$ cat src/hw/sfs_pkg.sv
package sfs_pkg;
   // Register map, byte addresses
   localparam logic [7:0] SFS_BUFFER_STATUS_ADDR = 8'h39;
   localparam logic [7:0] SFS_DATA_BASE_ADDR = 8'h32;
   localparam int SFS_DATA_BYTES = 6;
   // Status field layout
   localparam int SFS_TRIG_BIT = 7;
   localparam int SFS_ZERO_BIT = 6;
   localparam int SFS_ENTRIES_W = 6;
   // Buffer sizing
   localparam int SFS_DEPTH = 32;
   localparam int SFS_SAMPLE_W = 16;
   localparam int SFS_COUNT_W = 5;
   // Buffer modes
   localparam logic [1:0] SFS_MODE_BYPASS = 2'h0;
   localparam logic [1:0] SFS_MODE_FIFO = 2'h1;
   localparam logic [1:0] SFS_MODE_STREAM = 2'h2;
   localparam logic [1:0] SFS_MODE_TRIGGER = 2'h3;
   // Reset values
   localparam logic [7:0] SFS_RDATA_RST = 8'h00;
endpackage
$ cat src/hw/sfs_buffer.sv
`timescale 1ns/1ps
// ==========================================================================
// Sample store fifo
module sfs_fifo #(
   parameter int WIDTH = 48,
   parameter int DEPTH = 32
) (
   // Clock and reset
   input wire logic mclk,
   input wire logic arst_n,
   // Fill side
   input wire logic in_valid,
   output logic in_ready,
   input wire logic [WIDTH-1:0] in_data,
   // Drain side
   output logic out_valid,
   input wire logic out_ready,
   output logic [WIDTH-1:0] out_data,
   // Fill level
   output logic [$clog2(DEPTH+1)-1:0] count
);
   localparam int AW = $clog2(DEPTH);
   localparam int CW = $clog2(DEPTH + 1);
   typedef struct packed {
      logic [AW-1:0] wptr;
      logic [AW-1:0] rptr;
      logic [$clog2(DEPTH+1)-1:0] cnt;
   } sfs_fifo_st_t;
   sfs_fifo_st_t st;
   sfs_fifo_st_t next_st;
   logic [WIDTH-1:0] mem [DEPTH];
   logic do_push;
   logic do_pop;

   // Full accepts a push only alongside a pop, so overwrite-oldest works
   assign out_valid = (st.cnt != '0);
   assign in_ready = (st.cnt != CW'(DEPTH)) || out_ready;
   assign out_data = mem[st.rptr];
   assign count = st.cnt;
   assign do_push = in_valid && in_ready;
   assign do_pop = out_valid && out_ready;

   // Pointer and level update
   always_comb
   begin
      next_st = st;
      if (do_push)
         next_st.wptr = (st.wptr == AW'(DEPTH - 1)) ? '0 : st.wptr + 1'b1;
      if (do_pop)
         next_st.rptr = (st.rptr == AW'(DEPTH - 1)) ? '0 : st.rptr + 1'b1;
      next_st.cnt = st.cnt + (do_push ? 1'b1 : 1'b0) - (do_pop ? 1'b1 : 1'b0);
   end

   always_ff @(posedge mclk or negedge arst_n)
   begin
      if (!arst_n)
         st <= '0;
      else
         st <= next_st;
   end

   // Storage holds no reset, contents are qualified by the level
   always_ff @(posedge mclk)
   begin
      if (do_push)
         mem[st.wptr] <= in_data;
   end
endmodule

// ==========================================================================
// Sample buffer with status readout
// What this block does
// - Stream mode: sample count sets watermark level
// - Trigger mode: sample count sets pre-trigger history
// - Status D7 shows trigger has occurred
// - Status low bits count held entries; D6 zero
// - Samples read through axis data registers
// - A transaction with any data register read removes one level at its end
// - 32 stored plus one output stage, 33
module sfs_buffer #(
   parameter int DEPTH = sfs_pkg::SFS_DEPTH,
   parameter int SAMPLE_W = sfs_pkg::SFS_SAMPLE_W
) (
   // Clock and reset
   input wire logic mclk,
   input wire logic arst_n,
   // Configuration
   input wire logic [1:0] mode,
   input wire logic [sfs_pkg::SFS_COUNT_W-1:0] samples,
   // Sample source
   input wire logic sample_valid,
   output logic sample_ready,
   input wire logic [SAMPLE_W-1:0] sample_x,
   input wire logic [SAMPLE_W-1:0] sample_y,
   input wire logic [SAMPLE_W-1:0] sample_z,
   input wire logic trigger_in,
   // Register read port
   input wire logic reg_rd,
   input wire logic [7:0] reg_addr,
   input wire logic xfer_end,
   output logic [7:0] reg_rdata,
   // Status
   output logic watermark,
   output logic trigger_occurred_flag
);
   import sfs_pkg::*;
   localparam int W = 3 * SAMPLE_W;
   localparam int CW = $clog2(DEPTH + 1);

   typedef struct packed {
      logic stage_valid;
      logic [W-1:0] stage;
      logic trig;
      logic touched;
      logic [7:0] rdata;
   } sfs_state_t;
   sfs_state_t st;
   sfs_state_t next_st;

   logic f_in_valid;
   logic f_in_ready;
   logic f_out_valid;
   logic f_out_ready;
   logic [W-1:0] f_out_data;
   logic [CW-1:0] f_count;
   logic [SFS_ENTRIES_W-1:0] entries;
   logic [W-1:0] new_sample;
   logic is_data_addr;
   logic pop_now;
   logic drop;
   logic stream_like;
   logic pre_trig;
   logic stage_free;
   logic to_stage;
   logic bypass;

   // Byte select of the output stage for one data register address
   function automatic logic [7:0] data_byte(input logic [W-1:0] s, input logic [7:0] a);
      logic [7:0] idx;
      idx = a - SFS_DATA_BASE_ADDR;
      data_byte = s[idx[2:0]*8 +: 8];
   endfunction

   // Store shares the same depth; the output stage is the extra entry
   sfs_fifo #(
      .WIDTH(W),
      .DEPTH(DEPTH)
   ) u_fifo (
      .mclk(mclk),
      .arst_n(arst_n),
      .in_valid(f_in_valid),
      .in_ready(f_in_ready),
      .in_data(new_sample),
      .out_valid(f_out_valid),
      .out_ready(f_out_ready),
      .out_data(f_out_data),
      .count(f_count)
   );

   // Flow control around the store and the output stage
   assign new_sample = {sample_z, sample_y, sample_x};
   assign bypass = (mode == SFS_MODE_BYPASS);
   assign pre_trig = (mode == SFS_MODE_TRIGGER) && !st.trig;
   assign stream_like = (mode == SFS_MODE_STREAM) || pre_trig;
   assign entries = SFS_ENTRIES_W'(f_count) + SFS_ENTRIES_W'(st.stage_valid);
   assign is_data_addr = (reg_addr >= SFS_DATA_BASE_ADDR) &&
                         (reg_addr < SFS_DATA_BASE_ADDR + 8'(SFS_DATA_BYTES));
   assign pop_now = xfer_end && st.touched && st.stage_valid;
   // Drop oldest on overflow, or to keep only the pre-trigger history
   assign drop = sample_valid && st.stage_valid && stream_like &&
                 ((f_count == CW'(DEPTH)) ||
                  (pre_trig && entries >= SFS_ENTRIES_W'(samples)));
   assign stage_free = !st.stage_valid || pop_now || drop || bypass;
   assign to_stage = sample_valid && !f_out_valid && stage_free;
   assign f_out_ready = f_out_valid && stage_free;
   assign f_in_valid = sample_valid && !bypass && !to_stage;
   // Fifo mode and post-trigger stop accepting once full
   assign sample_ready = bypass || to_stage || f_in_ready;
   assign watermark = (mode == SFS_MODE_FIFO || mode == SFS_MODE_STREAM) &&
                      (samples != '0) && (entries >= SFS_ENTRIES_W'(samples));
   assign trigger_occurred_flag = st.trig;
   assign reg_rdata = st.rdata;

   // Next state of stage, trigger flag and read data
   always_comb
   begin
      next_st = st;
      if (f_out_ready)
      begin
         next_st.stage = f_out_data;
         next_st.stage_valid = 1'b1;
      end
      else if (to_stage || (bypass && sample_valid))
      begin
         next_st.stage = new_sample;
         next_st.stage_valid = 1'b1;
      end
      else if (pop_now)
         next_st.stage_valid = 1'b0;
      if (mode != SFS_MODE_TRIGGER)
         next_st.trig = 1'b0;
      else if (trigger_in)
         next_st.trig = 1'b1;
      if (xfer_end)
         next_st.touched = 1'b0;
      else if (reg_rd && is_data_addr)
         next_st.touched = 1'b1;
      if (reg_rd)
      begin
         if (reg_addr == SFS_BUFFER_STATUS_ADDR)
            next_st.rdata = {st.trig, 1'b0, entries};
         else if (is_data_addr)
            next_st.rdata = st.stage_valid ? data_byte(st.stage, reg_addr) : 8'h00;
         else
            next_st.rdata = 8'h00;
      end
   end

   always_ff @(posedge mclk or negedge arst_n)
   begin
      if (!arst_n)
      begin
         st <= '0;
         st.rdata <= SFS_RDATA_RST;
      end
      else
         st <= next_st;
   end
endmodule

$ cat config.mk
export PLATFORM = sky130hd
export DESIGN_NAME = sfs_buffer
export DESIGN_NICKNAME = d
export VERILOG_FILES = /design/src/hw/sfs_pkg.sv /design/src/hw/sfs_buffer.sv
export SDC_FILE = /design/constraint.sdc
export NUM_CORES = 2
export LEC_CHECK = 0
export ABC_AREA = 1
export BUFFER_PORTS_ARGS = -buffer_cell sky130_fd_sc_hd__buf_2
export CAP_MARGIN = 25
export CORE_MARGIN = 2
export CORE_UTILIZATION = 30
export CTS_BUF_LIST = sky130_fd_sc_hd__clkbuf_16
export DETAILED_ROUTE_END_ITERATION = 7
export SYNTH_ARGS = -nofsm -noshare
export SYNTH_HDL_FRONTEND = slang
export SYNTH_SLANG_ARGS = --single-unit
export TNS_END_PERCENT = 5
$ cat constraint.sdc
create_clock -name mclk -period 4.77 [get_ports mclk]
set_clock_uncertainty 0.2 [all_clocks]
set_input_delay 0.477 -clock mclk [delete_from_list [all_inputs] [get_ports mclk]]
set_output_delay 0.477 -clock mclk [all_outputs]
set_load 0.005 [all_outputs]
== Yosys cells after proc, flatten, opt, wreduce, memory -nomap -nowiden ==
Memory sizes are Yosys's and may differ from the RTL's.
Index checks and enable logic that the tools add are counted.

* Register bits: 75
* RAM bits: 1,536
* Input port bits: 69
* Output and inout bits: 11
* Memories kept: 1

{| class="wikitable"
|+ Memory list
! name !! words !! width !! rd ports !! clocked after memory_dff !! write ports !! line !! source
|-
| u_fifo.mem || 32 || 48 || 1 || 0 || 1 || sfs_buffer.sv:31 || <nowiki>logic [WIDTH-1:0] mem [DEPTH];</nowiki>
|}

* Add/subtract/negate cells: 6
* Magnitude comparators: 3
* Equal/unequal tests: 9
* Shift-type cells: 1
* Mux-type cells: 17
* Reductions and logical operators: 41

{| class="wikitable"
|+ Operators with widths
! kind !! count
|-
| two-way mux 49 bit || 1
|-
| two-way mux 48 bit || 1
|-
| indexed part select 48 x 7 -> 8 bit || 1
|-
| two-way mux 8 bit || 3
|-
| logical AND 1 bit || 19
|-
| adder 5 x 1 -> 5 bit (second input constant) || 2
|-
| == test 5 bit (second input constant) || 2
|-
| logical OR 1 bit || 10
|-
| two-way mux 1 bit || 10
|-
| two-way mux 5 bit || 2
|-
| == test 8 x 6 -> 1 bit (second input constant) || 1
|-
| >= comparator 8 x 6 -> 1 bit (second input constant) || 1
|-
| less-than comparator 8 x 6 -> 1 bit (second input constant) || 1
|-
| adder 6 x 1 -> 6 bit || 1
|-
| adder 6 bit || 1
|-
| == test 6 bit (second input constant) || 1
|-
| >= comparator 6 x 5 -> 1 bit || 1
|-
| != test 6 bit (second input constant) || 1
|-
| nonzero test 2 bit || 3
|-
| nonzero test 6 bit || 1
|-
| subtractor 6 bit || 1
|-
| zero test 1 bit || 5
|-
| nonzero test 5 bit || 1
|-
| == test 2 bit (second input constant) || 2
|-
| 5 further kinds || 5
|}

== Longest topological paths before layout ==
* Word-level depth: 14
* Gate-level depth with buffers: 27
* Depth with buffers taken out: 25

== By module ==
A second synthesis with hierarchy kept.

* Cells, all modules: 6,626
* Area total of the unflattened synthesis: 69,417.8 µm²

{| class="wikitable"
|+ Modules (own cells, without submodules)
! module !! times used !! cells an instance !! area an instance (µm²) !! seq. area each (µm²)
|-
| sfs_fifo || 1 || 6,049 || 65,392.7 || 46,524.6
|-
| sfs_buffer || 1 || 577 || 4,025.1 || 1,476.4
|}

== Least setup slack after synthesis ==
Ideal clock, no wire load.

* Path kind: register -> register
* Start: reg st[58] in the netlist's numbering
* End: mem u_fifo.mem[14][0], enable pin
* Library setup time: 0.454 ns
* Arrival: 4.470 ns
* Data required time: 4.116 ns
* Path slack: -0.354 ns
* Stages on the path, launching flop included: 19
* Buffers on the path: 1
* Clock period less this slack: 5.124 ns
* Cells stage by stage: dfrtp_1 ha_1 ha_1 nand2_1 xor2_1 inv_1 ha_1 and3_1 nand2_1 nand3_1 nand2_1 nand2_1 nand2_1 nand2_2 nand2_2 nand2_1 nand2_2 buf_4 nor2_1

* Cells in the longest elaborated chain, start to end: 13
* Elaborated cells between the ends (all ways): 20
* Those cells by class: add/sub (1); order compare (1); mux (2); reduce/logical (16)

{| class="wikitable"
|+ Ends and longest elaborated chain
! what !! line !! source
|-
| from (decl) || sfs_buffer.sv:117 || <nowiki>sfs_state_t st;</nowiki>
|-
| from (signal assigned) || sfs_buffer.sv:227 || <nowiki>st <= next_st;</nowiki>
|-
| adder 6 x 1 -> 6 bit || sfs_buffer.sv:165 || <nowiki>assign entries = SFS_ENTRIES_W'(f_count) + SFS_ENTRIES_W'(st.stage_valid);</nowiki>
|-
| >= comparator 6 x 5 -> 1 bit || sfs_buffer.sv:172 || <nowiki>(pre_trig && entries >= SFS_ENTRIES_W'(samples)));</nowiki>
|-
| logical AND 1 bit || sfs_buffer.sv:172 ||
|-
| logical OR 1 bit || sfs_buffer.sv:171 || <nowiki>((f_count == CW'(DEPTH)) ||</nowiki>
|-
| logical AND 1 bit || sfs_buffer.sv:170 || <nowiki>assign drop = sample_valid && st.stage_valid && stream_like &&</nowiki>
|-
| logical OR 1 bit (*) (2 in a row) || sfs_buffer.sv:173 || <nowiki>assign stage_free = !st.stage_valid || pop_now || drop || bypass;</nowiki>
|-
| logical AND 1 bit || sfs_buffer.sv:174 || <nowiki>assign to_stage = sample_valid && !f_out_valid && stage_free;</nowiki>
|-
| zero test 1 bit || sfs_buffer.sv:176 || <nowiki>assign f_in_valid = sample_valid && !bypass && !to_stage;</nowiki>
|-
| logical AND 1 bit || sfs_buffer.sv:176 ||
|-
| logical AND 1 bit (*) || sfs_buffer.sv:40 || <nowiki>assign do_push = in_valid && in_ready;</nowiki>
|-
| two-way mux 1 bit (*) || sfs_buffer.sv:65 || <nowiki>if (do_push)</nowiki>
|-
| two-way mux 1 bit (implied by the code) (*) || sfs_buffer.sv:66 || <nowiki>mem[st.wptr] <= in_data;</nowiki>
|-
| to (decl) || sfs_buffer.sv:31 ||
|}

Mark *: on every way between the ends. The rest lies on a longest branch, timed or not.

== Final worst setup path ==
* Start: reg st[58] in the netlist's numbering
* End: mem u_fifo.mem[18][2], enable pin

The elaborated chain is that of the path after synthesis.

==> results by group <==
Route
  • TritonRoute pass-1 iters: 6
  • Drt wl/cell: roughly 23 um
  • Vias/cell: between 5 and 6
  • Total number of vias: roughly 43,000
  • Routed wire length: 195 mm
  • Post-route ant nets: 0
  • Initial DRC Count: 5,658
  • Residual DRC: 0

Timing
  • Setup ws final: 538 ps
  • Slew @ Worst Pin: about 1100 ps
  • Period utilization: 88.7%
  • Final hold vios: 0
  • Fin. max-slew vios: 0
  • Final Setup Violations: 0
  • RSZ-0062 raised after global routing: false
  • Slew HR: 29.1%
  • Fin crit period: 4230 ps
  • Fmax: 236 MHz

Clock tree
  • CTS buffer count: 166
  • Clock transition at the registers of the reported paths: 60 ps
  • Clock Tree Buf Depth: 3
  • Later-pin clock latency in the skew report: 820 ps
  • PostCTS Resize Cnt: 0
  • Sinks on Clock Net: between 1,500 and 2,000
  • H-tree depth: 4
  • TritonCTS clock tree: built
  • CTS Root Cell: clkbuf_16

Worst setup path
  • CP endpoint kind: register
  • Flop2flop setup slack: 540 ps
  • Crit Path Max Fanout: 38
  • Critical path class: register to register
  • Cells along the critical path: ha_1, ha_1, nand2_1, xor2_1, inv_1, ha_1, and3_1, nand2_1, nand3_1, nand2_1, nand2_1, nand2_1, nand2_2, nand2_2, nand2_1, nand3_1, nor2_4, buf_12
  • Critical Path Max Stage Delay: 480 ps
  • Worst Path Required: 5060 ps
  • CP most frequent cell: nand2_1
  • Worst setup SP type: register
  • Slowest stage cell, crit path: nor2_4
  • CP arrival: 4520 ps

Final layout
  • Fill cells: 21,400
  • Final #Nets: 5,505
  • Register area: a little under 50,000 um^2
  • Area growth syn-to-layout: 13.8%
  • Multi-input gate area: 15,700 um^2
  • Layout cells sized above 1: between 8 and 9%
  • Design area: 75,000 um^2

Power and ir drop
  • Clk pwr share: 28.5%
  • Leakage dissipation: 0.0251 uW
  • Cell internal pwr: roughly 27,000 uW
  • Net Sw Frac: 37.8%
  • Seq pwr share: roughly two fifths
  • Maximum vdd ir drop: 0.476 mV
  • PD cells: just under 600 nW/um^2
  • Net Switching: 16,500 uW
  • Power, Total: 43,500 uW
  • Comb pwr share: 32.8%

Yosys
  • Cells after Synth: 5,405
  • Post-synth net total: ~5,500
  • Primary FF master, synth: edfxtp_1
  • Warnings from Yosys: 0
  • Register area share after synthesis: roughly 73%
  • Largest area contributor in the netlist: edfxtp_1
  • Yosys top cell area share: a little over two thirds
  • FF+latch count, synth: 1,611
  • EDFF count, synth: 1,536
  • Avg Inst Size Synth: 12.2 um^2
  • Unique cell type count in the Yosys netlist: 34
  • Ranking of synthesized cells by area: edfxtp_1 (70%), nor2_1 (7.5%), o21ai_0 (4.6%)
  • Post-Syn Area: about 66,000 um^2
  • Asr flop ratio synth: 4.66%

Status
  • Status: complete, no violations

Floorplan
  • Full die area: roughly 220,000 um^2
  • Rows: 172
  • Die height: ~470 um
  • Ports: 80
  • Die outline width: 473 um
  • Starting Density: 30.1%
  • CORE AREA: 219,000 um^2

Global route
  • Initial antenna violation count: 8
  • Vias in the first global route: just over 40,000
  • Largest net degree at the start of global routing: roughly 140
  • Global-route wire length before repair: 285 mm
  • Overflow after GRT: 0
  • Overall Global Routing Usage: 17.0%

Job
  • Max-Cap Viols: 0

Placement
  • Hpwl dp: 112 mm
  • Area after DPL: 69,700 um^2
  • Dpl ws: 560 ps
  • Port Buffers: 79
  • GPL Wtd Cong: 0.848

Worst hold path
  • Hold Path Class: input port to register
==> worst paths after layout <==
path / from / end / cells after the start
worst max register to register: st[58] / u_fifo.mem[18][2] / 18
worst max-delay path: st[58] / u_fifo.mem[18][2] / 18
worst min-delay path: sample_x[1] / u_fifo.mem[19][1] / 1
max in group asynchronous: arst_n / st[11] / 4
worst min register to register: u_fifo.st[12] / u_fifo.st[12] / 2
min in group asynchronous: arst_n / reg_rdata[7] / 4
==> area by class of cell <==
| type | instances | share of cell area, % |
|---|---|---|
| timing repair buffer | 200 | 2.58 |
| multi-input combinational | 3281 | 20.9 |
| clock buffer | 167 | 5.57 |
| antenna | 1 | 0.00334 |
| clock inverter | 138 | 1.35 |
| sequential | 1611 | 64.0 |
| tap | 2871 | 4.79 |
| inverter | 146 | 0.779 |
==> stage by stage <==
stage	setup TNS (ps)	cells	hold slack, ps	util [%]
floorplan	-521480	5405	-18.6	-
global placement	0	8099	234	31.8
detailed placement	0	8099	235	31.8
CTS	0	8413	46.4	34.2
global route	0	8415	73.5	34.2
finish	0	8415	76.4	34.2
==> cells in the mapped netlist (16+ instances only) <==
| cell | number |
|---|---|
| a21oi_1 | 16 |
| dfrtp_1 | 75 |
| buf_6 | 37 |
| o21ai_0 | 612 |
| ha_1 | 29 |
| clkbuf_1 | 167 |
| o21ai_1 | 189 |
| nand2_1 | 478 |
| buf_1 | 35 |
| inv_1 | 142 |
| edfxtp_1 | 1536 |
| o211ai_1 | 386 |
| nor2_1 | 1315 |
| buf_2 | 87 |
| nand3_1 | 216 |
| buf_4 | 34 |
==> state kept, by name, summed over array words and instances, names as in the netlist <==
name / count
u_fifo.st: 10
st: 50
reg_rdata: 8
u_fifo.mem: 1536
trigger_occurred_flag: 1
u_fifo.count: 6
==> cell usage in the layout (no fill, tap or decap), drive strengths merged, types with 3 or more instances in the layout <==
master / count
edfxtp: 1536
nor2: 1315
o21ai: 801
nand2: 481
o211ai: 386
nand3: 216
inv: 200
buf: 192
clkbuf: 167
clkinv: 76
dfrtp: 75
ha: 29
a21oi: 17
nor3: 8
nand4: 8
dlygate4sd3: 8
a31oi: 7
bufinv: 7
xor2: 5
xnor2: 3
==> logic make-up after synthesis <==
| kind of cell | synth area share [%] |
|---|---|
| AO/OA/AOI/OAI | 10.7 |
| flip-flops | 72.8 |
| XOR/XNOR | 0.106 |
| buffers and inverters | 3.79 |
| AND/OR/NAND/NOR | 12.0 |
| adder cells (fa/ha/maj) | 0.581 |
==> repair_timing <==
| action | CTS | global route |
|---|---|---|
| setup buffers | 0 | 0 |
| hold buffers | 9 | 0 |
| hold endpoints to repair | 77 | 0 |
==> power groups by stage <==
stage                     Clock, uW  Sequential (uW)  Combinational (uW)
after floorplan                   0            16700                9590
after global placement            0            17100               14100
after detailed placement          0            17200               14200
after CTS                     12500            16900               14200
after global routing          13100            16900               15700
final                         12400            16900               14300
==> worst max-delay path, delay by kind of cell, from the launching register on <==
family                     cells  cell delay [ps]
and+or+nand+nor               12             1950
adders and majority gates      3              760
DFF                            1              410
buffers and inverters          2              370
xor gates and xnor gates       1              140
==> routing by layer <==
layer	GRT usage [%]	up-vias	share of wire (%)
met5	0	-	0.014
met4	6.29	4	3.5
met3	2.41	292	7.5
met2	27.5	1921	47
met1	23.2	21800	42
li1	-	19400	-
Note: power is estimated with default switching activity, not from simulation.
